--- src/usb_regs_pkg.sv ---
// Summary of operation
// - Latch frame bits 10:0 and microframe bits 13:11 of last good SOF.
// - In byte mode the frame register reads low byte, then high byte.
// - Sixteen-bit scratch register, read and write, no side effects.
// - Test bit 7 forces high speed only and disables chirp detection.
// - Test bit 4 forces full speed only and disables chirp detection.
// - Test bit 3 toggles the data lines in a fixed pseudo-random pattern.
// - Test bit 2 drives the data line pair steadily to K.
// - Test bit 1 drives the data line pair steadily to J.
// - Test bit 0 holds quiescent lines and answers high-speed IN with NAK.
package usb_regs_pkg;

  // ****************************************************************
  // Register map
  // ****************************************************************
  localparam logic [7:0]  frame_counter_addr     = 8'h74;
  localparam logic [7:0]  firmware_scratch_addr  = 8'h78;
  localparam logic [7:0]  line_test_control_addr = 8'h84;

  localparam logic [15:0] frame_counter_rst      = 16'h0000;
  localparam logic [15:0] firmware_scratch_rst   = 16'h0000;
  localparam logic [7:0]  line_test_control_rst  = 8'h00;

  // ****************************************************************
  // Field positions
  // ****************************************************************
  localparam int frame_index_lsb      = 0;
  localparam int frame_index_w        = 11;
  localparam int microframe_index_lsb = 11;
  localparam int microframe_index_w   = 3;

  localparam int force_high_speed_bit    = 7;
  localparam int force_full_speed_bit    = 4;
  localparam int random_pattern_test_bit = 3;
  localparam int drive_k_test_bit        = 2;
  localparam int drive_j_test_bit        = 1;
  localparam int quiet_nak_test_bit      = 0;

  // ****************************************************************
  // Pattern generator
  // ****************************************************************
  localparam int          random_pattern_test_w    = 15;
  localparam logic [14:0] random_pattern_test_seed = 15'h7fff;

endpackage

--- src/line_test_if.sv ---
`timescale 1ns/10ps
// Line test requests out, line drive values back
interface line_test_if;
  logic random_en;
  logic k_en;
  logic j_en;
  logic quiet_en;
  logic dp;
  logic dm;
  logic oe;

  modport ctrl (output random_en, k_en, j_en, quiet_en,
                input dp, dm, oe);
  modport gen  (input random_en, k_en, j_en, quiet_en,
                output dp, dm, oe);
endinterface

--- src/usb_frame_scratch_test_regs.sv ---
`timescale 1ns/10ps
module usb_frame_scratch_test_regs (
  input  wire logic        core_clk,
  input  wire logic        nrst,
  input  wire logic        ce,
  input  wire logic        bus_reset,
  input  wire logic [7:0]  reg_addr,
  input  wire logic [15:0] reg_wdata,
  input  wire logic        reg_wr,
  input  wire logic        reg_rd,
  input  wire logic        byte_mode,
  output logic      [15:0] reg_rdata,
  input  wire logic        sof_strobe,
  input  wire logic        sof_ok,
  input  wire logic [10:0] sof_frame,
  input  wire logic [2:0]  sof_micro,
  output logic             hs_only,
  output logic             fs_only,
  output logic             chirp_detect_en,
  output logic             nak_all_hs_in,
  output logic             line_dp,
  output logic             line_dm,
  output logic             line_oe
);

  // ****************************************************************
  // Storage
  // ****************************************************************
  logic [15:0] scratch_reg;
  logic [7:0]  test_reg;
  logic [15:0] rdata_reg;
  logic [15:0] rdata_next;
  logic        high_byte_reg;
  wire  logic [15:0] frame_value;

  line_test_if lt ();

  sof_capture u_sof (
    .core_clk    (core_clk),
    .nrst        (nrst),
    .ce          (ce),
    .bus_reset   (bus_reset),
    .sof_strobe  (sof_strobe),
    .sof_ok      (sof_ok),
    .sof_frame   (sof_frame),
    .sof_micro   (sof_micro),
    .frame_value (frame_value)
  );

  line_pattern_gen u_gen (
    .core_clk (core_clk),
    .nrst     (nrst),
    .ce       (ce),
    .lt       (lt)
  );

  // ****************************************************************
  // Address decode
  // ****************************************************************
  wire logic sel_frame;
  wire logic sel_scratch;
  wire logic sel_test;
  wire logic wr_scratch;
  wire logic wr_test;
  wire logic rd_frame_byte;

  assign sel_frame     = reg_addr == usb_regs_pkg::frame_counter_addr;
  assign sel_scratch   = reg_addr == usb_regs_pkg::firmware_scratch_addr;
  assign sel_test      = reg_addr == usb_regs_pkg::line_test_control_addr;
  assign wr_scratch    = reg_wr & sel_scratch;
  assign wr_test       = reg_wr & sel_test;
  assign rd_frame_byte = reg_rd & sel_frame & byte_mode;

  // ****************************************************************
  // Writable registers
  // ****************************************************************
  // Scratch keeps firmware data; nothing in hardware looks at it
  always_ff @(posedge core_clk or negedge nrst) begin
    if (!nrst) begin
      scratch_reg <= usb_regs_pkg::firmware_scratch_rst;
    end else if (ce) begin
      if (bus_reset) begin
        scratch_reg <= usb_regs_pkg::firmware_scratch_rst;
      end else if (wr_scratch) begin
        scratch_reg <= reg_wdata;
      end
    end
  end

  // Test control; one-hot use is left to firmware, not enforced
  always_ff @(posedge core_clk or negedge nrst) begin
    if (!nrst) begin
      test_reg <= usb_regs_pkg::line_test_control_rst;
    end else if (ce) begin
      if (bus_reset) begin
        test_reg <= usb_regs_pkg::line_test_control_rst;
      end else if (wr_test) begin
        test_reg <= reg_wdata[7:0];
      end
    end
  end

  // ****************************************************************
  // Byte sequencing of the frame register
  // ****************************************************************
  // Toggles per byte read so two reads give low then high
  always_ff @(posedge core_clk or negedge nrst) begin
    if (!nrst) begin
      high_byte_reg <= 1'b0;
    end else if (ce) begin
      if (bus_reset || !byte_mode) begin
        high_byte_reg <= 1'b0;
      end else if (rd_frame_byte) begin
        high_byte_reg <= ~high_byte_reg;
      end
    end
  end

  // ****************************************************************
  // Read path
  // ****************************************************************
  wire logic [15:0] frame_word;
  wire logic [15:0] frame_byte;

  assign frame_word = frame_value;
  assign frame_byte = high_byte_reg ? {8'h00, frame_word[15:8]}
                                    : {8'h00, frame_word[7:0]};

  // Unmapped addresses read as zero
  always_comb begin
    rdata_next = 16'h0000;
    if (sel_frame) begin
      rdata_next = byte_mode ? frame_byte : frame_word;
    end else if (sel_scratch) begin
      rdata_next = scratch_reg;
    end else if (sel_test) begin
      rdata_next = {8'h00, test_reg};
    end
  end

  // Data stands for the one cycle after the read strobe only
  always_ff @(posedge core_clk or negedge nrst) begin
    if (!nrst) begin
      rdata_reg <= 16'h0000;
    end else if (ce) begin
      rdata_reg <= reg_rd ? rdata_next : 16'h0000;
    end
  end

  assign reg_rdata = rdata_reg;

  // ****************************************************************
  // Speed and line control
  // ****************************************************************
  wire logic force_hs;
  wire logic force_fs;

  assign force_hs = test_reg[usb_regs_pkg::force_high_speed_bit];
  assign force_fs = test_reg[usb_regs_pkg::force_full_speed_bit];

  // Either forcing bit stops chirp; clear bits give normal negotiation
  assign hs_only         = force_hs;
  assign fs_only         = force_fs;
  assign chirp_detect_en = ~(force_hs | force_fs);

  assign lt.random_en = test_reg[usb_regs_pkg::random_pattern_test_bit];
  assign lt.k_en      = test_reg[usb_regs_pkg::drive_k_test_bit];
  assign lt.j_en      = test_reg[usb_regs_pkg::drive_j_test_bit];
  assign lt.quiet_en  = test_reg[usb_regs_pkg::quiet_nak_test_bit];

  // Engine must answer every high-speed IN with NAK while set
  assign nak_all_hs_in = lt.quiet_en;

  assign line_dp = lt.dp;
  assign line_dm = lt.dm;
  assign line_oe = lt.oe;
endmodule

--- src/sof_capture.sv ---
`timescale 1ns/10ps
module sof_capture (
  input  wire logic        core_clk,
  input  wire logic        nrst,
  input  wire logic        ce,
  input  wire logic        bus_reset,
  input  wire logic        sof_strobe,
  input  wire logic        sof_ok,
  input  wire logic [10:0] sof_frame,
  input  wire logic [2:0]  sof_micro,
  output logic      [15:0] frame_value
);

  logic [15:0] frame_reg;
  wire  logic  take_sof;
  wire  logic [15:0] frame_next;

  // Only an error-free SOF may overwrite the last good number
  assign take_sof   = sof_strobe & sof_ok;
  assign frame_next = {2'b00, sof_micro, sof_frame};

  // Capture, cleared by power-on and bus reset
  always_ff @(posedge core_clk or negedge nrst) begin
    if (!nrst) begin
      frame_reg <= usb_regs_pkg::frame_counter_rst;
    end else if (ce) begin
      if (bus_reset) begin
        frame_reg <= usb_regs_pkg::frame_counter_rst;
      end else if (take_sof) begin
        frame_reg <= frame_next;
      end
    end
  end

  assign frame_value = frame_reg;
endmodule

--- src/line_pattern_gen.sv ---
`timescale 1ns/10ps
module line_pattern_gen (
  input  wire logic  core_clk,
  input  wire logic  nrst,
  input  wire logic  ce,
  line_test_if.gen   lt
);

  localparam int w = usb_regs_pkg::random_pattern_test_w;

  logic [w-1:0] lfsr_reg;
  logic [w-1:0] lfsr_next;
  logic         dp_reg;
  logic         dm_reg;
  logic         oe_reg;
  wire  logic   fb;

  // Taps 15 and 14: maximal length, so the pattern repeats exactly
  assign fb = lfsr_reg[w-1] ^ lfsr_reg[w-2];

  genvar i;
  generate
    for (i = 1; i < w; i++) begin : g_shift
      assign lfsr_next[i] = lfsr_reg[i-1];
    end
  endgenerate
  assign lfsr_next[0] = fb;

  // Pattern restarts from the seed whenever the test is off
  always_ff @(posedge core_clk or negedge nrst) begin
    if (!nrst) begin
      lfsr_reg <= usb_regs_pkg::random_pattern_test_seed;
    end else if (ce) begin
      if (lt.random_en) begin
        lfsr_reg <= lfsr_next;
      end else begin
        lfsr_reg <= usb_regs_pkg::random_pattern_test_seed;
      end
    end
  end

  // Line drive; priority only matters if firmware breaks one-hot use
  always_ff @(posedge core_clk or negedge nrst) begin
    if (!nrst) begin
      dp_reg <= 1'b0;
      dm_reg <= 1'b0;
      oe_reg <= 1'b0;
    end else if (ce) begin
      if (lt.random_en) begin
        dp_reg <= lfsr_reg[w-1];
        dm_reg <= ~lfsr_reg[w-1];
        oe_reg <= 1'b1;
      end else if (lt.k_en) begin
        dp_reg <= 1'b0;
        dm_reg <= 1'b1;
        oe_reg <= 1'b1;
      end else if (lt.j_en) begin
        dp_reg <= 1'b1;
        dm_reg <= 1'b0;
        oe_reg <= 1'b1;
      end else if (lt.quiet_en) begin
        dp_reg <= 1'b0;
        dm_reg <= 1'b0;
        oe_reg <= 1'b1;
      end else begin
        dp_reg <= 1'b0;
        dm_reg <= 1'b0;
        oe_reg <= 1'b0;
      end
    end
  end

  assign lt.dp = dp_reg;
  assign lt.dm = dm_reg;
  assign lt.oe = oe_reg;
endmodule

--- config.mk ---
export PLATFORM = sky130hd
export DESIGN_NAME = usb_frame_scratch_test_regs
export DESIGN_NICKNAME = d
export VERILOG_FILES = /design/src/usb_regs_pkg.sv /design/src/line_test_if.sv /design/src/usb_frame_scratch_test_regs.sv /design/src/sof_capture.sv /design/src/line_pattern_gen.sv
export SDC_FILE = /design/constraint.sdc
export NUM_CORES = 1
export LEC_CHECK = 0
export BUFFER_PORTS_ARGS = -buffer_cell sky130_fd_sc_hd__buf_2
export CAP_MARGIN = 0
export CORE_MARGIN = 2
export CORE_UTILIZATION = 50
export DETAILED_ROUTE_END_ITERATION = 8
export GPL_ROUTABILITY_DRIVEN = 0
export PLACE_DENSITY = 0.76
export SYNTH_ARGS = -nofsm -noshare
export SYNTH_HDL_FRONTEND = slang
export SYNTH_SLANG_ARGS = --single-unit
--- constraint.sdc ---
create_clock -name core_clk -period 1.07 [get_ports core_clk]
set_input_delay 0.1605 -clock core_clk [delete_from_list [all_inputs] [get_ports core_clk]]
set_output_delay 0.1605 -clock core_clk [all_outputs]
set_load 0.05 [all_outputs]
# Yosys cells after proc, flatten, opt, wreduce, memory -nomap -nowiden
# Cells that the tools add are included.
# Widths: inputs -> output; s select.
dict set report word_totals {
  register_bits 75
  in_bits 47
  output_inout_bits 23
  elab_cells 56
}
dict set report op_classes {
  eq_ne 3
  muxes 24
  bitwise 10
  reduce_logical 10
}
# op count
set ops {}
lappend ops {{$mux 16} 8}
lappend ops {{$mux 8} 4}
lappend ops {{$eq 8x7->1 const B} 2}
lappend ops {{$mux 15} 1}
lappend ops {{$mux 1} 11}
lappend ops {{$eq 8x8->1 const B} 1}
lappend ops {{$reduce_and 2->1} 4}
lappend ops {{$reduce_bool 2->1} 4}
lappend ops {{$and 1x1->1} 5}
lappend ops {{$not 1->1} 3}
lappend ops {{$logic_not 1->1} 1}
lappend ops {{$logic_or 1x1->1} 1}
lappend ops {{$or 1x1->1} 1}
lappend ops {{$xor 1x1->1} 1}

# Depth between registers and ports, before layout
# Gate-level depths: netlist of the first run.
dict set report depth {
  ltp_word 5
  mapped_depth 6
  mapped_depth_nobuf 3
}

# Modules after synthesis
# A second synthesis of the first run with hierarchy kept.
dict set report hier_totals {
  cells_unflattened 295
  area_unflattened_um2 3538.4
}
# mod instances cells_per_inst area_per_inst_um2 seq_area_each_um2
set by_module_without_submodules {}
lappend by_module_without_submodules {usb_frame_scratch_test_regs 1 149 1955.6 1026.0}
lappend by_module_without_submodules {sof_capture 1 68 809.5 350.3}
lappend by_module_without_submodules {line_pattern_gen 1 78 773.2 469.2}

# Worst setup path before layout of the first run
# No wires, ideal clock.
dict set report synth_timing {
  path_kind {input to register}
  from {input port reg_addr[2]}
  to {register scratch_reg[10]}
  setup_ns 0.122
  arrival_ns 1.572
  t_required_ns 0.948
  setup_slack_ns -0.624
  cell_stages 5
  n_path_buf 2
  cell_sequence {or4b_4 -> or3_1 -> buf_6 -> buf_6 -> a32o_1}
}
dict set report synth_via {
  elab_chain_len 4
}
# item line
set synth_rtl {}
lappend synth_rtl {{start, declared} usb_frame_scratch_test_regs.sv:7} ;# input wire logic [7:0] reg_addr,
lappend synth_rtl {{$eq 8x7->1} usb_frame_scratch_test_regs.sv:68} ;# assign sel_scratch = reg_addr == usb_regs_pkg::firmware_scratch_addr;
lappend synth_rtl {{$and 1x1->1} usb_frame_scratch_test_regs.sv:70} ;# assign wr_scratch = reg_wr & sel_scratch;
lappend synth_rtl {{$reduce_bool 2->1 (no source line)} --}
lappend synth_rtl {{$reduce_and 2->1 (no source line)} --}
lappend synth_rtl {{end signal, assigned} usb_frame_scratch_test_regs.sv:80} ;# scratch_reg <= usb_regs_pkg::firmware_scratch_rst;
lappend synth_rtl {{end signal, assigned} usb_frame_scratch_test_regs.sv:83} ;# scratch_reg <= usb_regs_pkg::firmware_scratch_rst;
lappend synth_rtl {{end signal, assigned} usb_frame_scratch_test_regs.sv:85} ;# scratch_reg <= reg_wdata;
lappend synth_rtl {{end, declared} usb_frame_scratch_test_regs.sv:29} ;# logic [15:0] scratch_reg;
# No other way between the ends.
# A chain may end at the register's enable or synchronous reset.

# Worst setup path after layout of the first run
dict set report layout_timing {
  from {input port reg_addr[0]}
  to {register scratch_reg[0]}
}
# Same word-level chain as after synthesis.

==> results of run 1 <==
cell usage in the layout (no fill, tap or decap), types with 7 or more instances in the layout:
cell and instances:
sky130_fd_sc_hd__nor2b_1 26, sky130_fd_sc_hd__inv_1 17, sky130_fd_sc_hd__mux2_4 10, sky130_fd_sc_hd__dfrtp_1 54, sky130_fd_sc_hd__o21ai_0 11, sky130_fd_sc_hd__buf_4 53
sky130_fd_sc_hd__buf_2 44, sky130_fd_sc_hd__a31oi_1 8, sky130_fd_sc_hd__buf_6 30, sky130_fd_sc_hd__a311o_1 8, sky130_fd_sc_hd__o221ai_2 8, sky130_fd_sc_hd__nand4_1 8
sky130_fd_sc_hd__a32o_1 16, sky130_fd_sc_hd__buf_12 7, sky130_fd_sc_hd__nor2_1 10, sky130_fd_sc_hd__dfstp_2 15, sky130_fd_sc_hd__nand3_1 8, sky130_fd_sc_hd__a21oi_1 14
sky130_fd_sc_hd__clkbuf_8 9
worst reg2reg max path, stage by stage, from the launching register on:
cell                       delay [ns]
sky130_fd_sc_hd__dfrtp_2         0.44
sky130_fd_sc_hd__buf_12          0.14
sky130_fd_sc_hd__buf_8           0.13
sky130_fd_sc_hd__a21boi_4        0.16
sky130_fd_sc_hd__o21ai_2         0.07
sky130_fd_sc_hd__a32oi_1         0.17
final timing paths:
check | slack, ns | cells past startpoint | startpoint | end
max | -0.24 | 5 | reg_addr[0] | scratch_reg[0]$_DFFE_PN0P_
min | 0.02 | 2 | reg_wdata[14] | scratch_reg[14]$_DFFE_PN0P_
max reg2reg | -0.12 | 5 | high_byte_reg$_DFFE_PN0P_ | reg_rdata[7]$_DFFE_PN0P_
min reg2reg | 0.49 | 2 | u_gen.lfsr_reg[9]$_DFFE_PN1P_ | u_gen.lfsr_reg[10]$_DFFE_PN1P_
max in group asynchronous | 0.37 | 3 | nrst | u_gen.lfsr_reg[5]$_DFFE_PN1P_
min in group asynchronous | 0.36 | 3 | nrst | test_reg[4]$_DFFE_PN0P_
final cells by class:
type / instances / area (sq um) / area share, %
repair buffers: 138 / 1170 / 22.4
inverters: 18 / 68.8 / 1.32
well taps: 96 / 120 / 2.30
clock buffers: 10 / 128 / 2.44
flip-flops and latches: 73 / 1850 / 35.4
multi-input cells: 204 / 1850 / 35.4
clock inverters: 6 / 40.0 / 0.766
power by group:
| part | switching (mW) | internal (mW) |
|---|---|---|
| Clock | 1.08 | 0.849 |
| Combinational | 0.794 | 0.736 |
| Sequential | 0.141 | 3.00 |
| Total | 2.01 | 4.58 |
per-layer routing:
metal / share of wire, % / GRT usage [%] / vias to the layer above
met5: 0 / 0 / -
met4: 1.9 / 8.95 / 0
met3: 5.8 / 6.79 / 16
met2: 52 / 43.7 / 123
met1: 40 / 33.4 / 1600
li1: - / - / 1468
per-stage QoR:
step                std cells  hold WS [ns]
floorplan                 322        -0.135
global placement          504         0.212
detailed placement        504         0.216
CTS                       537        0.0167
global route              545        0.0126
finish                    545        0.0215
logic make-up after synthesis:
logic type / after synthesis
AND/OR/NAND/NOR: 81
AO/OA/AOI/OAI: 107
buffers and inverters: 45
XOR/XNOR: 1
multiplexers: 15
flip-flops: 73
repair_timing:
action	in CTS	in global routing
endpoints found under the hold margin	58	0
buffers inserted	16	6
hold buffers	1	0
cloned	0	2
gates resized for setup	93	24
pin swaps	22	22
setup endpoints to repair	55	67
==> impl_metrics.csv, run 1 <==
group,metric,value,unit
synthesis,combinational_family_with_the_most_area_after_synthesis,"compound AO/OA/AOI/OAI gates",
synthesis,post_synthesis_share_of_cell_area_spent_on_xor_and_xnor_gates,0.248,%
setup_path,critPathRequiredTime,1.31,ns
outcome,run_status,"finished with violations",
synthesis,synthTopCellsByArea,"sky130_fd_sc_hd__dfrtp_1 (41%), sky130_fd_sc_hd__dfstp_2 (11%), sky130_fd_sc_hd__mux2_2 (4.8%)",
timing,timing.slew.headroom,74.7,%
clock_tree,clock_tree.htree_level_count,3,
final_layout,antennaDiodeCount,0,
setup_path,worst_path_max_delay_cell,"sky130_fd_sc_hd__or4b_4",
clock_tree,cts_inserted_buffers,9,
synthesis,synth-compound-area-share,22.8,%
clock_tree,cts-root-buf,"sky130_fd_sc_hd__clkbuf_8",
clock_tree,clock_tree_from_tritoncts,"built",
final_layout,finish.utilization,76.5,%
timing,finClkSkew,0.00869,ns
synthesis,ys_ff_latch,73,
floorplanning,die-height,88.1,microns
setup_path,timing.setup.critical_path_class,"in -> reg",
final_layout,final_net_count,491,
setup_path,timing.critical_path.max_delay_family,"simple AND/OR/NAND/NOR gates",
place,port-buffer-count,69,
drt,route.detailed.drc,0,
clock_tree,clock-sinks,73,
pwr,power.leakage,2.33,nW
drt,via_count,3207,
clock_tree,clock_tree_buffer_depth,2,
setup_path,crit_path_max_fanout,16,
drt,drt_first_iter_violations,231,
timing,clock.fmax,762,MHz
place,place_worst_setup_slack,-0.620,ns
pwr,power,6.59,mW
synthesis,synth_area,3530,sq um
synthesis,ys_seq_area_share,52.2,%
setup_path,worst_setup_end_kind,"flip-flop",
synthesis,post_synth_fa_ha_maj_area_fraction,0,%
global_route,pin_count_of_the_biggest_net_entering_global_routing,74,
place,placed_cell_area,4400,sq um
run,max_cap_violations,0,
global_route,first_pass_grt_wire_length,15400,microns
floorplanning,top_level_ports,70,
floorplanning,die_w,88.1,microns
timing,final.period_utilization,123,%
final_layout,drive_gt1_share,51.7,%
synthesis,mappedNetlistNets,369,
synthesis,post_synthesis_cell_count,322,
synthesis,synth_simple_gate_area_share,14.7,%
timing,worstMarginPinSlew,0.379,ns
synthesis,synth_top_area_cell,"sky130_fd_sc_hd__dfrtp_1",
place,place_hpwl,6400,microns
setup_path,worstSetupStartpointType,"primary input",
drt,final_wirelength,10200,microns
final_layout,final_area,5230,sq um
synthesis,synth.distinct_cells,41,
synthesis,synth_commonest_cells,"sky130_fd_sc_hd__dfrtp_1 (58), sky130_fd_sc_hd__nor2b_1 (26), sky130_fd_sc_hd__clkbuf_1 (21)",
drt,viasPerCell,5.88,
global_route,number_of_antenna_violations_at_the_first_check_in_global_routing,0,
timing,hold_violations,0,
synthesis,synthMostInstantiatedCell,"sky130_fd_sc_hd__dfrtp_1",
pwr,power.density_cell_area,1260,nW/um^2
drt,routedWlPerCell,18.7,microns
timing,drv_slew,0,
floorplanning,core-area,6830,sq um
final_layout,final.fill_count,425,
synthesis,synth.avg_cell_area,11.0,sq um
global_route,grt_overflow,0,
timing,worst_slack,-0.243,ns
setup_path,worstPathBufferInverterCount,2,
final_layout,area_delta_synth_final,47.9,%
synthesis,ys_warn_count,0,
clock_tree,clk_pin_slew,0.08,ns
drt,detail_route.first_pass.iterations,5,
synthesis,synthFlopType,"sky130_fd_sc_hd__dfrtp_1",
synthesis,async_flop_share,100,%
setup_path,critical_path_cell_by_cell,"buf_6, or4b_4, or3_1, buf_6, a32o_1",
drt,final_antenna_net_count,0,
clock_tree,clkLatencyLatePin,0.35,ns
global_route,via_count_of_the_first_global_routing_pass,3076,
setup_path,critical_path.max_stage_delay,0.53,ns
outcome,violations,"setup timing",
synthesis,synth_largest_type_area_fraction,41.1,%
floorplanning,design.die.area,7760,sq um
floorplanning,floorplan.initialDensity,51.7,%
setup_path,path_common_cell,"sky130_fd_sc_hd__buf_6",
setup_path,critical_path_arrival,1.55,ns
synthesis,post_synth_edffs,0,
timing,fin_tns_setup,-5.79,ns
hold_path,class_of_the_most_critical_hold_timing_path,"in -> reg",
timing,setup_violations,51,
timing,rsz0062_at_grt,"true",
pwr,ir_drop,867,uV
global_route,grt_usage,26.2,%
synthesis,synth.area.mux_share,4.78,%
floorplanning,num_rows,30,
timing,final_period_minus_worst_setup_slack,1.31,ns
No activity file was read; power rests on OpenSTA's default activity.
==> inputs of run 2 (changes only) <==
Settings changed: CORE_UTILIZATION 50 to 31, PLACE_DENSITY 0.76 to not set.
==> run 2 against run 1 <==
Compared with the run above:
- the flow still finishes with violations (setup timing)
- clock-buffer cell count grew 1
- power grew 18%
- sequential cell count is the same
- routed wire length grew 1.5%
- register-to-register slack lost 0.13 ns
- critical endpoint unchanged
- largest cell class unchanged
- highest routed layer unchanged
==> impl_metrics.csv, run 2 (same netlist as run 1, synthesis figures left out) <==
group,metric,value,unit
clock_tree,clock_tree.htree_level_count,3,
setup_path,critPathRequiredTime,1.29,ns
final_layout,antennaDiodeCount,0,
final_layout,finish.utilization,48.5,%
global_route,grt_usage,16.6,%
final_layout,area_delta_synth_final,50.8,%
place,place_hpwl,7140,microns
setup_path,critical_path.max_stage_delay,0.53,ns
final_layout,layout.cells.most_common,"sky130_fd_sc_hd__dfrtp_1",
final_layout,final_area,5330,sq um
floorplanning,top_level_ports,70,
clock_tree,cts-root-buf,"sky130_fd_sc_hd__clkbuf_16",
setup_path,worst_path_max_delay_cell,"sky130_fd_sc_hd__or4b_4",
timing,clock.fmax,748,MHz
timing,hold_violations,0,
timing,finClkSkew,0.00753,ns
final_layout,final_cell_mix,"sky130_fd_sc_hd__dfrtp_1 (54), sky130_fd_sc_hd__buf_2 (43), sky130_fd_sc_hd__buf_6 (35), sky130_fd_sc_hd__buf_4 (35), sky130_fd_sc_hd__nor2b_1 (26)",
setup_path,timing.setup.critical_path_class,"in -> reg",
setup_path,worstSetupStartpointType,"primary input",
place,port-buffer-count,69,
final_layout,drive_gt1_share,50.5,%
setup_path,path_common_cell,"sky130_fd_sc_hd__buf_6",
drt,viasPerCell,5.31,
floorplanning,design.die.area,12300,sq um
drt,route.detailed.drc,0,
floorplanning,die-height,111,microns
floorplanning,die_w,111,microns
clock_tree,clock-sinks,73,
timing,timing.slew.headroom,76.7,%
setup_path,critical_path.reg2reg.startpoint,"high_byte_reg$_DFFE_PN0P_",
setup_path,crit_path_max_fanout,8,
run,max_cap_violations,0,
timing,fin_tns_setup,-5.95,ns
global_route,first_pass_grt_wire_length,16300,microns
setup_path,worst_setup_end_kind,"flip-flop",
outcome,violations,"setup timing",
drt,via_count,3070,
clock_tree,clk_pin_slew,0.06,ns
clock_tree,clock_tree_from_tritoncts,"built",
timing,final.period_utilization,125,%
floorplanning,core-area,11000,sq um
drt,final_antenna_net_count,0,
final_layout,final_net_count,480,
setup_path,timing.critical_path.max_delay_family,"simple AND/OR/NAND/NOR gates",
clock_tree,clkLatencyLatePin,0.33,ns
setup_path,startpoint,"reg_addr[0]",
clock_tree,clock_tree_buffer_depth,2,
setup_path,critical_path_arrival,1.55,ns
floorplanning,num_rows,38,
timing,drv_slew,0,
drt,final_wirelength,10400,microns
setup_path,critical_path_cell_by_cell,"buf_6, or4b_4, or3_4, buf_6, a32o_1",
setup_path,setup.reg_to_reg.worst_slack,-0.25,ns
global_route,pin_count_of_the_biggest_net_entering_global_routing,47,
timing,hold_slack,0.0696,ns
timing,setup_violations,45,
global_route,number_of_antenna_violations_at_the_first_check_in_global_routing,0,
setup_path,worstRegToRegCells,4,
timing,rsz0062_at_grt,"true",
drt,detail_route.first_pass.iterations,5,
pwr,ir_drop,967,uV
timing,worstMarginPinSlew,0.350,ns
floorplanning,floorplan.initialDensity,32.2,%
setup_path,worst_r2r_endpoint,"reg_rdata[2]$_DFFE_PN0P_",
global_route,via_count_of_the_first_global_routing_pass,3073,
pwr,power.leakage,2.35,nW
timing,worst_slack,-0.266,ns
pwr,power.density_cell_area,1460,nW/um^2
drt,routedWlPerCell,17.9,microns
drt,drt_first_iter_violations,232,
setup_path,worst_setup_path_endpoint,"scratch_reg[0]$_DFFE_PN0P_",
timing,final_period_minus_worst_setup_slack,1.34,ns
setup_path,worstPathBufferInverterCount,2,
clock_tree,cts_inserted_buffers,9,
global_route,grt_overflow,0,
setup_path,path_depth,5,
hold_path,class_of_the_most_critical_hold_timing_path,"in -> reg",
place,placed_cell_area,4460,sq um
outcome,run_status,"finished with violations",
-- run 2: through the flow --
| stage | power (mW) | instances | setup WS [ns] |
|---|---|---|---|
| 3_5_place_dp | 4.42 | 546 | -0.643 |
| 5_1_grt | 8.08 | 578 | -0.267 |
| 3_3_place_gp | 4.39 | 546 | -0.623 |
| 4_1_cts | 7.70 | 572 | -0.254 |
| 6_report | 7.77 | 578 | -0.266 |
| 2_1_floorplan | 3.88 | 322 | -0.537 |
-- run 2: final cells by class --
type / count / area, sq um
Clock inverter: 5 / 42.5
Timing Repair Buffer: 127 / 1130
Fill cell: 991 / 5650
Tap cell: 140 / 175
Multi-Input combinational cell: 204 / 1790
Inverter: 18 / 68.8
Sequential cell: 73 / 1850
Clock buffer: 11 / 275
-- run 2: how the worst min path moves through the flow --
stage / endpoint / cells past startpoint / slack [ns] / startpoint
5_1_grt: scratch_reg[13]$_DFFE_PN0P_ / 2 / 0.07 / reg_wdata[13]
2_1_floorplan: high_byte_reg$_DFFE_PN0P_ / 0 / -0.14 / nrst
4_1_cts: scratch_reg[4]$_DFFE_PN0P_ / 2 / 0.07 / reg_wdata[4]
6_report: scratch_reg[4]$_DFFE_PN0P_ / 2 / 0.07 / reg_wdata[4]
3_5_place_dp: test_reg[4]$_DFFE_PN0P_ / 1 / -0.03 / nrst
3_3_place_gp: test_reg[4]$_DFFE_PN0P_ / 1 / -0.03 / nrst
-- run 2: metal layers --
layer | track usage, % | part of all wire, %
met5 | 0 | 0
met4 | 4.25 | 0.87
met3 | 4.32 | 5.3
met2 | 25.9 | 48
met1 | 23.1 | 46
-- run 2: where the power goes --
group | switching (mW) | internal, mW
combinational | 0.773 | 0.712
clock | 1.26 | 1.88
sequential | 0.141 | 3.00
-- run 2: what timing repair did --
item	CTS	global route
endpoints found under the hold margin	58	0
gates resized for setup	62	56
pin swaps	6	24
hold buffers	1	0
cloned	3	0
setup buffers	6	7
setup endpoints to repair	64	67
